===== src/logic/serdes_tx_regs.svh =====
// register offsets, field positions, reset values and level tables of the transmit control
`ifndef SERDES_TX_REGS_SVH
`define SERDES_TX_REGS_SVH
`define OFS_LINK_CONTROL   12'h000
`define OFS_LINK_CONTROL_2 12'h004
`define OFS_QUAD_CONTROL   12'h008
`define OFS_STATUS         12'h00c
`define REGION_LANE_A      8'h01
`define REGION_LANE_B      8'h02
`define REGION_RX_EQ       8'h03
`define LC_RETRAIN_BIT     5
`define LC2_SDE_BIT        6
`define LC2_TM_LSB         7
`define LC2_CDE_BIT        12
`define QC_LSE_BIT         0
`define QC_PWRDN_BIT       1
`define LANE_REG_RESET     16'h0000
`define RX_EQ_RESET        8'h00
`define DEEMPH_OFF_COARSE  2'h3
`define DEEMPH_OFF_FINE    3'h7
`define TM_NORMAL          3'h0
`define TM_LAST            3'h4
`define MV_FS0 10'h384
`define MV_FS1 10'h2bc
`define MV_FS2 10'h1f4
`define MV_FS3 10'h12c
`define MV_FS4 10'h0c8
`define MV_LS0 10'h1f4
`define MV_LS1 10'h190
`define MV_LS2 10'h12c
`define MV_LS3 10'h0c8
`define MV_LS4 10'h064
`endif


===== src/logic/serdes_tx_pkg.sv =====
// types shared by the transmit level and lane power control
package serdes_tx_pkg;
  typedef enum logic [3:0] {
    LT_DETECT    = 4'h0,
    LT_POLLING   = 4'h1,
    LT_POLL_COMP = 4'h2,
    LT_CONFIG    = 4'h3,
    LT_L0        = 4'h4,
    LT_RCVRLOCK  = 4'h5,
    LT_OTHER     = 4'hf
  } ltssm_t;
  typedef enum logic [1:0] {
    PWR_P0   = 2'h0,
    PWR_P1   = 2'h1,
    PWR_DOWN = 2'h2,
    PWR_DEEP = 2'h3
  } lane_pwr_t;
  typedef enum logic [1:0] {
    SRC_LANE   = 2'h0,
    SRC_MARGIN = 2'h1,
    SRC_LOW    = 2'h2
  } tx_src_t;
endpackage


===== src/logic/lane_tx_level_sel.sv =====
// per-lane choice of drive level and de-emphasis source
`timescale 1ns/100ps
`default_nettype none
`include "serdes_tx_regs.svh"
module lane_tx_level_sel
  import serdes_tx_pkg::*;
(
  // lane settings
  input  wire logic [15:0] ctl_a,
  input  wire logic [15:0] ctl_b,
  // operating mode
  input  wire logic        gen2,
  input  wire logic        low_swing,
  input  wire logic        margin_on,
  // chosen settings
  output tx_src_t          src,
  output logic      [4:0]  drive,
  output logic      [1:0]  coarse,
  output logic      [2:0]  fine,
  output logic      [1:0]  eq,
  output logic      [1:0]  boost
);
  // boost is kept in every mode, margining included
  assign boost = ctl_a[11:10];

  // source priority: margin, then low swing, then lane registers
  always_comb begin
    src    = SRC_LANE;
    drive  = gen2 ? ctl_a[9:5] : ctl_a[4:0];
    coarse = ctl_b[1:0];
    fine   = ctl_b[4:2];
    eq     = ctl_b[6:5];
    if (margin_on) begin
      src   = SRC_MARGIN;
      drive = 5'h00;
    end else if (low_swing) begin
      src   = SRC_LOW;
      drive = {1'b0, gen2 ? ctl_b[15:12] : ctl_b[11:8]};
    end
    if (low_swing) begin
      coarse = `DEEMPH_OFF_COARSE;
      fine   = `DEEMPH_OFF_FINE;
      eq     = 2'h0;
    end
  end
endmodule
`default_nettype wire


===== src/logic/serdes_tx_ctl.sv =====
// transmit level, margining and lane power control of one transceiver quad
//
// Added by the designer: the placing of the registers and the APB slave port.
`timescale 1ns/100ps
`default_nettype none
`include "serdes_tx_regs.svh"
module serdes_tx_ctl
  import serdes_tx_pkg::*;
#(
  parameter int NL = 4
) (
  // clock and reset
  input  wire logic              pclk,
  input  wire logic              presetn,
  // apb slave
  input  wire logic              psel,
  input  wire logic              penable,
  input  wire logic              pwrite,
  input  wire logic [11:0]       paddr,
  input  wire logic [31:0]       pwdata,
  output logic      [31:0]       prdata,
  output logic                   pready,
  output logic                   pslverr,
  // link state from the physical layer
  input  wire logic [3:0]        ltssm_state,
  input  wire logic              gen2,
  input  wire logic              link_up,
  input  wire logic              detect_done,
  input  wire logic [NL-1:0]     detect_lanes,
  input  wire logic [NL-1:0]     active_lanes,
  // port ownership
  input  wire logic [NL-1:0]     lane_port_disabled,
  input  wire logic              port_wide,
  // towards the LTSSM
  output logic                   retrain_pulse,
  output logic                   sel_deemph,
  output logic                   comp_deemph,
  output logic                   deemph_by_ltssm,
  output logic                   deemph_off,
  output logic                   deemph_status_valid,
  // transmit settings
  output logic                   margin_on,
  output logic      [9:0]        margin_mv,
  output logic      [NL*2-1:0]   tx_source,
  output logic      [NL*5-1:0]   tx_drive,
  output logic      [NL*2-1:0]   tx_coarse,
  output logic      [NL*3-1:0]   tx_fine,
  output logic      [NL*2-1:0]   tx_eq,
  output logic      [NL*2-1:0]   tx_boost,
  // receiver equalization
  output logic      [NL*4-1:0]   rx_eq_zero,
  output logic      [NL*4-1:0]   rx_eq_boost,
  // power
  output logic                   quad_power_on,
  output logic      [NL*2-1:0]   lane_power
);
  if (NL != 4) begin : g_bad_nl
    $error("serdes_tx_ctl serves one quad of four lanes only");
  end

  typedef struct packed {
    logic                  retrain;
    logic [2:0]            tm_req;
    logic                  selectable_deemph;
    logic                  cde;
    logic                  low_swing_enable;
    logic                  pwrdn;
    logic [NL-1:0][15:0]   lane_a;
    logic [NL-1:0][15:0]   lane_b;
    logic [NL-1:0][7:0]    rx_eq;
    logic [2:0]            tm_applied;
    logic                  comp_lsw;
    logic [NL-1:0]         used;
    logic [3:0]            lt_q;
    logic [31:0]           rdata;
    logic                  err;
    logic                  m_on;
    logic [9:0]            mv;
    logic [NL-1:0][1:0]    src;
    logic [NL-1:0][4:0]    drv;
    logic [NL-1:0][1:0]    crs;
    logic [NL-1:0][2:0]    fin;
    logic [NL-1:0][1:0]    eqs;
    logic [NL-1:0][1:0]    bst;
    logic                  q_on;
    logic [NL-1:0][1:0]    pwr;
  } state_t;

  state_t q;
  state_t next_q;

  // margin code to millivolts, reserved codes clamp to lowest level
  function automatic logic [9:0] margin_level(input logic [2:0] code, input logic lsw);
    logic [2:0] c;
    c = (code > `TM_LAST) ? `TM_LAST : code;
    case (c)
      3'h0:    margin_level = lsw ? `MV_LS0 : `MV_FS0;
      3'h1:    margin_level = lsw ? `MV_LS1 : `MV_FS1;
      3'h2:    margin_level = lsw ? `MV_LS2 : `MV_FS2;
      3'h3:    margin_level = lsw ? `MV_LS3 : `MV_FS3;
      default: margin_level = lsw ? `MV_LS4 : `MV_FS4;
    endcase
  endfunction

  // address decode: 0 none, 1 valid
  function automatic logic addr_ok(input logic [11:0] a);
    addr_ok = (a[1:0] == 2'h0) && (a[11:4] <= `REGION_RX_EQ);
  endfunction

  ////////////////////////////////////////////////////////////////////////
  // per-lane level selection
  logic                in_comp;
  logic                comp_entry;
  logic                m_on_now;
  tx_src_t             l_src [NL];
  logic [NL-1:0][4:0]  l_drv;
  logic [NL-1:0][1:0]  l_crs;
  logic [NL-1:0][2:0]  l_fin;
  logic [NL-1:0][1:0]  l_eq;
  logic [NL-1:0][1:0]  l_bst;

  assign in_comp    = (ltssm_state == LT_POLL_COMP);
  assign comp_entry = in_comp && (q.lt_q != LT_POLL_COMP);
  assign m_on_now   = (q.tm_applied != `TM_NORMAL) || in_comp;

  for (genvar i = 0; i < NL; i++) begin : g_lane
    lane_tx_level_sel u_sel (
      .ctl_a     (q.lane_a[i]),
      .ctl_b     (q.lane_b[i]),
      .gen2      (gen2),
      .low_swing (q.low_swing_enable),
      .margin_on (m_on_now),
      .src       (l_src[i]),
      .drive     (l_drv[i]),
      .coarse    (l_crs[i]),
      .fine      (l_fin[i]),
      .eq        (l_eq[i]),
      .boost     (l_bst[i])
    );
  end

  ////////////////////////////////////////////////////////////////////////
  // next state: bus, margin, power
  always_comb begin
    logic       setup;
    logic       wr;
    logic [1:0] ln;
    logic [7:0] rg;
    logic [31:0] rd;
    next_q = q;
    setup  = psel && !penable;
    wr     = psel && penable && pwrite && q.err == 1'b0;
    ln     = paddr[3:2];
    rg     = paddr[11:4];
    rd     = 32'h0000_0000;
    next_q.retrain = 1'b0;
    next_q.lt_q    = ltssm_state;
    // register writes take effect at the access edge
    if (wr) begin
      if (paddr == `OFS_LINK_CONTROL) begin
        next_q.retrain = pwdata[`LC_RETRAIN_BIT];
      end else if (paddr == `OFS_LINK_CONTROL_2) begin
        next_q.tm_req = pwdata[`LC2_TM_LSB +: 3];
        next_q.selectable_deemph    = pwdata[`LC2_SDE_BIT];
        next_q.cde    = pwdata[`LC2_CDE_BIT];
      end else if (paddr == `OFS_QUAD_CONTROL) begin
        next_q.low_swing_enable   = pwdata[`QC_LSE_BIT];
        next_q.pwrdn = pwdata[`QC_PWRDN_BIT];
      end else if (rg == `REGION_LANE_A) begin
        next_q.lane_a[ln] = pwdata[15:0];
      end else if (rg == `REGION_LANE_B) begin
        next_q.lane_b[ln] = pwdata[15:0];
      end else if (rg == `REGION_RX_EQ) begin
        next_q.rx_eq[ln] = pwdata[7:0];
      end
    end
    // read data and error captured in the setup cycle
    if (paddr == `OFS_LINK_CONTROL_2) begin
      rd[`LC2_TM_LSB +: 3] = q.tm_req;
      rd[`LC2_SDE_BIT]     = q.selectable_deemph;
      rd[`LC2_CDE_BIT]     = q.cde;
    end else if (paddr == `OFS_QUAD_CONTROL) begin
      rd[`QC_LSE_BIT]   = q.low_swing_enable;
      rd[`QC_PWRDN_BIT] = q.pwrdn;
    end else if (paddr == `OFS_STATUS) begin
      rd = {12'h000, q.pwr, q.used, 2'h0, q.q_on, q.m_on, q.tm_applied, !q.low_swing_enable};
    end else if (rg == `REGION_LANE_A) begin
      rd[15:0] = q.lane_a[ln];
    end else if (rg == `REGION_LANE_B) begin
      rd[15:0] = q.lane_b[ln];
    end else if (rg == `REGION_RX_EQ) begin
      rd[7:0] = q.rx_eq[ln];
    end
    if (setup) begin
      next_q.rdata = rd;
      next_q.err   = !addr_ok(paddr);
    end
    // margin applied only in permitted states
    if (ltssm_state == LT_RCVRLOCK || comp_entry) begin
      next_q.tm_applied = q.tm_req;
    end
    if (comp_entry) begin
      next_q.comp_lsw = q.low_swing_enable;
    end
    next_q.m_on = m_on_now;
    next_q.mv   = m_on_now ? margin_level(q.tm_applied, in_comp ? q.comp_lsw : q.low_swing_enable)
                           : 10'h000;
    // used lanes latched at each detect
    if (detect_done && ltssm_state == LT_DETECT) begin
      next_q.used = detect_lanes;
    end
    for (int i = 0; i < NL; i++) begin
      next_q.src[i] = l_src[i];
      next_q.drv[i] = l_drv[i];
      next_q.crs[i] = l_crs[i];
      next_q.fin[i] = l_fin[i];
      next_q.eqs[i] = l_eq[i];
      next_q.bst[i] = l_bst[i];
    end
    // quad power
    next_q.q_on = !q.pwrdn && !(port_wide && lane_port_disabled[0]) &&
                  !(&lane_port_disabled);
    // lane power
    for (int i = 0; i < NL; i++) begin
      if (!next_q.q_on || lane_port_disabled[i]) begin
        next_q.pwr[i] = PWR_DEEP;
      end else if (!q.used[i]) begin
        next_q.pwr[i] = PWR_DOWN;
      end else if (link_up && !active_lanes[i]) begin
        next_q.pwr[i] = PWR_P1;
      end else begin
        next_q.pwr[i] = PWR_P0;
      end
    end
  end

  // state register
  always_ff @(posedge pclk or negedge presetn) begin
    if (!presetn) begin
      q <= '0;
    end else begin
      q <= next_q;
    end
  end

  ////////////////////////////////////////////////////////////////////////
  // outputs
  assign pready              = 1'b1;
  assign prdata              = q.rdata;
  assign pslverr             = q.err && psel && penable;
  assign retrain_pulse       = q.retrain;
  assign sel_deemph          = q.selectable_deemph && !q.low_swing_enable;
  assign comp_deemph         = q.cde && !q.low_swing_enable;
  assign deemph_by_ltssm     = q.m_on && (q.lt_q == LT_POLL_COMP) && !q.low_swing_enable;
  assign deemph_off          = q.low_swing_enable;
  assign deemph_status_valid = !q.low_swing_enable;
  assign margin_on           = q.m_on;
  assign margin_mv           = q.mv;
  assign tx_source           = q.src;
  assign tx_drive            = q.drv;
  assign tx_coarse           = q.crs;
  assign tx_fine             = q.fin;
  assign tx_eq               = q.eqs;
  assign tx_boost            = q.bst;
  assign quad_power_on       = q.q_on;
  assign lane_power          = q.pwr;
  for (genvar i = 0; i < NL; i++) begin : g_rx
    assign rx_eq_zero[i*4 +: 4]  = q.rx_eq[i][3:0];
    assign rx_eq_boost[i*4 +: 4] = q.rx_eq[i][7:4];
  end
endmodule
`default_nettype wire


===== config.mk =====
export PLATFORM = sky130hd
export DESIGN_NAME = serdes_tx_ctl
export DESIGN_NICKNAME = d
export VERILOG_FILES = /design/src/logic/serdes_tx_pkg.sv /design/src/logic/lane_tx_level_sel.sv /design/src/logic/serdes_tx_ctl.sv
export VERILOG_INCLUDE_DIRS = /design/src /design/src/logic
export SDC_FILE = /design/constraint.sdc
export NUM_CORES = 1
export LEC_CHECK = 0
export ABC_AREA = 1
export BUFFER_PORTS_ARGS = -buffer_cell sky130_fd_sc_hd__buf_2
export CAP_MARGIN = 20
export CORE_MARGIN = 3
export CORE_UTILIZATION = 60
export CTS_CLUSTER_DIAMETER = 100
export DETAILED_ROUTE_END_ITERATION = 8
export GPL_TIMING_DRIVEN = 0
export PLACE_DENSITY = 0.84
export SLEW_MARGIN = 20
export SYNTH_ARGS = -nofsm -noshare
export SYNTH_HDL_FRONTEND = slang
export SYNTH_SLANG_ARGS = --single-unit

===== constraint.sdc =====
create_clock -name pclk -period 4.37 [get_ports pclk]
set_clock_uncertainty 0.15 [all_clocks]
set_input_delay 0.437 -clock pclk [delete_from_list [all_inputs] [get_ports pclk]]
set_output_delay 0.437 -clock pclk [all_outputs]
set_load 0.005 [all_outputs]

==> impl_metrics.yaml <==
yosys:
  synth-compound-area-share: 0.138
  synth_common_cells: "nand2_1 (401), dfrtp_1 (276), buf_4 (153)"
  async_flop_share: 1.00
  synth_xor_xnor_area_share: 0
  avgSynthCellArea_sq_um: 8.68
  synth_most_common_cell: "nand2_1"
  synth_top_family_by_area: "simple AND/OR/NAND/NOR gates"
  yosys-top-cells-area: "dfrtp_1 (51%), nand2_1 (11%), buf_4 (8.5%)"
  synth-seq-cells: 276
  synthAdderAreaFrac: 0
  synth_edf_count: 0
  syn-cell-area_sq_mm: 0.0134
  yosysSeqAreaShare: 0.514
  synthSimpleGateAreaFrac: 0.202
  synth_top_area_frac: 0.514
  synth.mux.area_fraction: 0
  yosys_warnings: 0
  ys.flop_type: "dfrtp_1"
  synth_top_area_cell: "dfrtp_1"
  synth_cell_types: 39
  synth_cells: 1547
worst_hold_path:
  hold_path.class: "input port to flop"
  min_from: "pwdata[2]"
  hold_depth: 3
die:
  initial_core_util: 0.614
  io_pins: 225
  row_count: 54
  fp.dieH_microns: 156
  dieArea_sq_mm: 0.0242
  core_sq_mm: 0.0219
  die_w_microns: 156
clocking:
  clk_latency_ns: 0.57
  cts_sinks: 276
  cts_tree: "done"
  path_clk_slew_ns: 0.06
  clk_path_buf_depth: 3
  cts_root_buf: "clkbuf_16"
  cts_resized: 0
  htree_levels: 1
  cts_made_buffers: 28
timing:
  relSlewSlack: 0.309
  worst_pin_slew_ns: 1.04
  drv_slew: 0
  rsz0062_at_grt: "no"
  setup-violations-final: 0
  period_minus_slack_ns: 3.30
  finalHoldViolCount: 0
  fmax_mhz: 303
  period_share: 0.755
  worst_hold_slack_ns: 0.0461
route:
  wl_microns: 42800
  firstDrtPassIters: 5
  avgRoutedWirePerCell_microns: 20.4
  dr_total_vias: 12000
  antenna_left: 0
  drt-initial-drc-count: 1242
  vias_per_cell: 5.70
  drc_errors: 0
layout:
  area_delta_synth_final_pct: 18.7
  antenna_cells: 0
  stdcell_count: 2099
  layout.nets: 1869
  final_area_sq_mm: 0.0160
  fillers: 1657
  fin_util: 0.729
  drive_gt1_frac: 0.274
global_routing:
  grt_usage: 0.353
  antenna_found_initial: 0
  grt_pass1_vias: 11500
  grt_max_degree: 101
  overflow: 0
  grt_pass1_wl_microns: 65500
power_and_ir_drop:
  p_leak_nw: 8.43
  vdd.ir_drop.worst_v: 0.000308
  p_per_area_mw_per_mm2: 341
  total_power_mw: 5.44
placement:
  gp_congestion: 1.00
  place_hpwl_microns: 30300
  dpl_cell_area_sq_mm: 0.0149
  dpl.cell_count: 2033
  portBuffers: 191
critical_path:
  path_max_fanout: 10
  r2r_slack_ns: 1.86
  critPathKind: "flop to primary output"
  critPathLaunchType: "flop"
  r2r_end: "tx_drive[10]$_DFF_PN0_"
  cp.arrival_ns: 2.71
  timing.rr.start: "q[128]$_DFFE_PN0P_"
  rr_worst_depth: 8
  required_ns: 3.78
  worstSetupEndpointType: "primary output"
status:
  outcome: "finished clean"
run:
  drv_cap: 0
[per-stage QoR]
stage | setup TNS, ns | setup slack [ns]
2_1_floorplan | 0 | 2.42
3_3_place_gp | -570.63 | -2.10
3_5_place_dp | 0 | 1.42
4_1_cts | 0 | 1.17
5_1_grt | 0 | 0.986
6_report | 0 | 1.07
[what timing repair did]
action / in CTS / in global routing
hold buffers: 17 / 0
endpoints found under the hold margin: 93 / 0
buffers inserted: 0 / 0
[final cells by class]
class | instances | area [sq um] | share of cell area
buffer | 225 | 1540 | 0.0966
clock buffer | 39 | 812 | 0.0509
clock inverter | 10 | 114 | 0.00714
inverter | 109 | 409 | 0.0257
multi-input combinational | 950 | 4630 | 0.290
sequential | 276 | 6910 | 0.433
tap | 280 | 350 | 0.0220
timing repair buffer | 210 | 1190 | 0.0747
[cell usage in the layout (no fill, tap or decap), drive strengths merged]
| master | n |
|---|---|
| nand2 | 407 |
| buf | 371 |
| dfrtp | 276 |
| o21ai | 212 |
| nor2 | 125 |
| inv | 109 |
| clkbuf | 86 |
| nand3 | 53 |
| a21oi | 46 |
| dlygate4sd3 | 17 |
| nand4 | 16 |
| conb | 15 |
| or2 | 13 |
| o22ai | 12 |
| a22oi | 11 |
| a221oi | 8 |
| clkinv | 7 |
| o2111ai | 6 |
| o311ai | 4 |
| a31oi | 4 |
| nor4 | 4 |
| o32ai | 3 |
| nand3b | 3 |
| nor3 | 3 |
| a211oi | 3 |
| bufinv | 2 |
| a31o | 1 |
| o211ai | 1 |
| clkinvlp | 1 |
[how the worst max path moves through the flow]
stage,from,endpoint,slack [ns]
3_3_place_gp,presetn,prdata[19]$_DFFE_PN0P_,-2.10
2_1_floorplan,paddr[2],flop,2.42
4_1_cts,deemph_off$_DFFE_PN0P_,comp_deemph,1.17
3_5_place_dp,paddr[3],prdata[12]$_DFFE_PN0P_,1.42
5_1_grt,deemph_off$_DFFE_PN0P_,comp_deemph,0.99
6_report,deemph_off$_DFFE_PN0P_,sel_deemph,1.07
[per-layer routing]
metal  vias up  share of wire  global-route usage
met4         0          0.046               0.138
met3       139           0.11              0.0788
met2       751           0.46               0.557
li1       5370              -                   -
met5         -              0                   0
met1      5706           0.39               0.481
[cell families after synthesis]
logic type | after synthesis
buf+inv | 334
other cells | 2
compound gates | 311
simple gates | 624
flops | 276
[critical path, stage by stage (launching register included)]
cell and delay (ns):
dfrtp_1 0.44, clkbuf_1 0.51, clkbuf_1 0.56, buf_1 0.40
nor2_1 0.10, buf_2 0.14
[where the power goes]
group,internal [mW],leakage [nW],switching (mW)
Clock,1.41,0.459,1.02
Sequential,2.59,3.78,0.0169
Combinational,0.134,4.20,0.273
No activity file was read; power rests on OpenSTA's default activity.
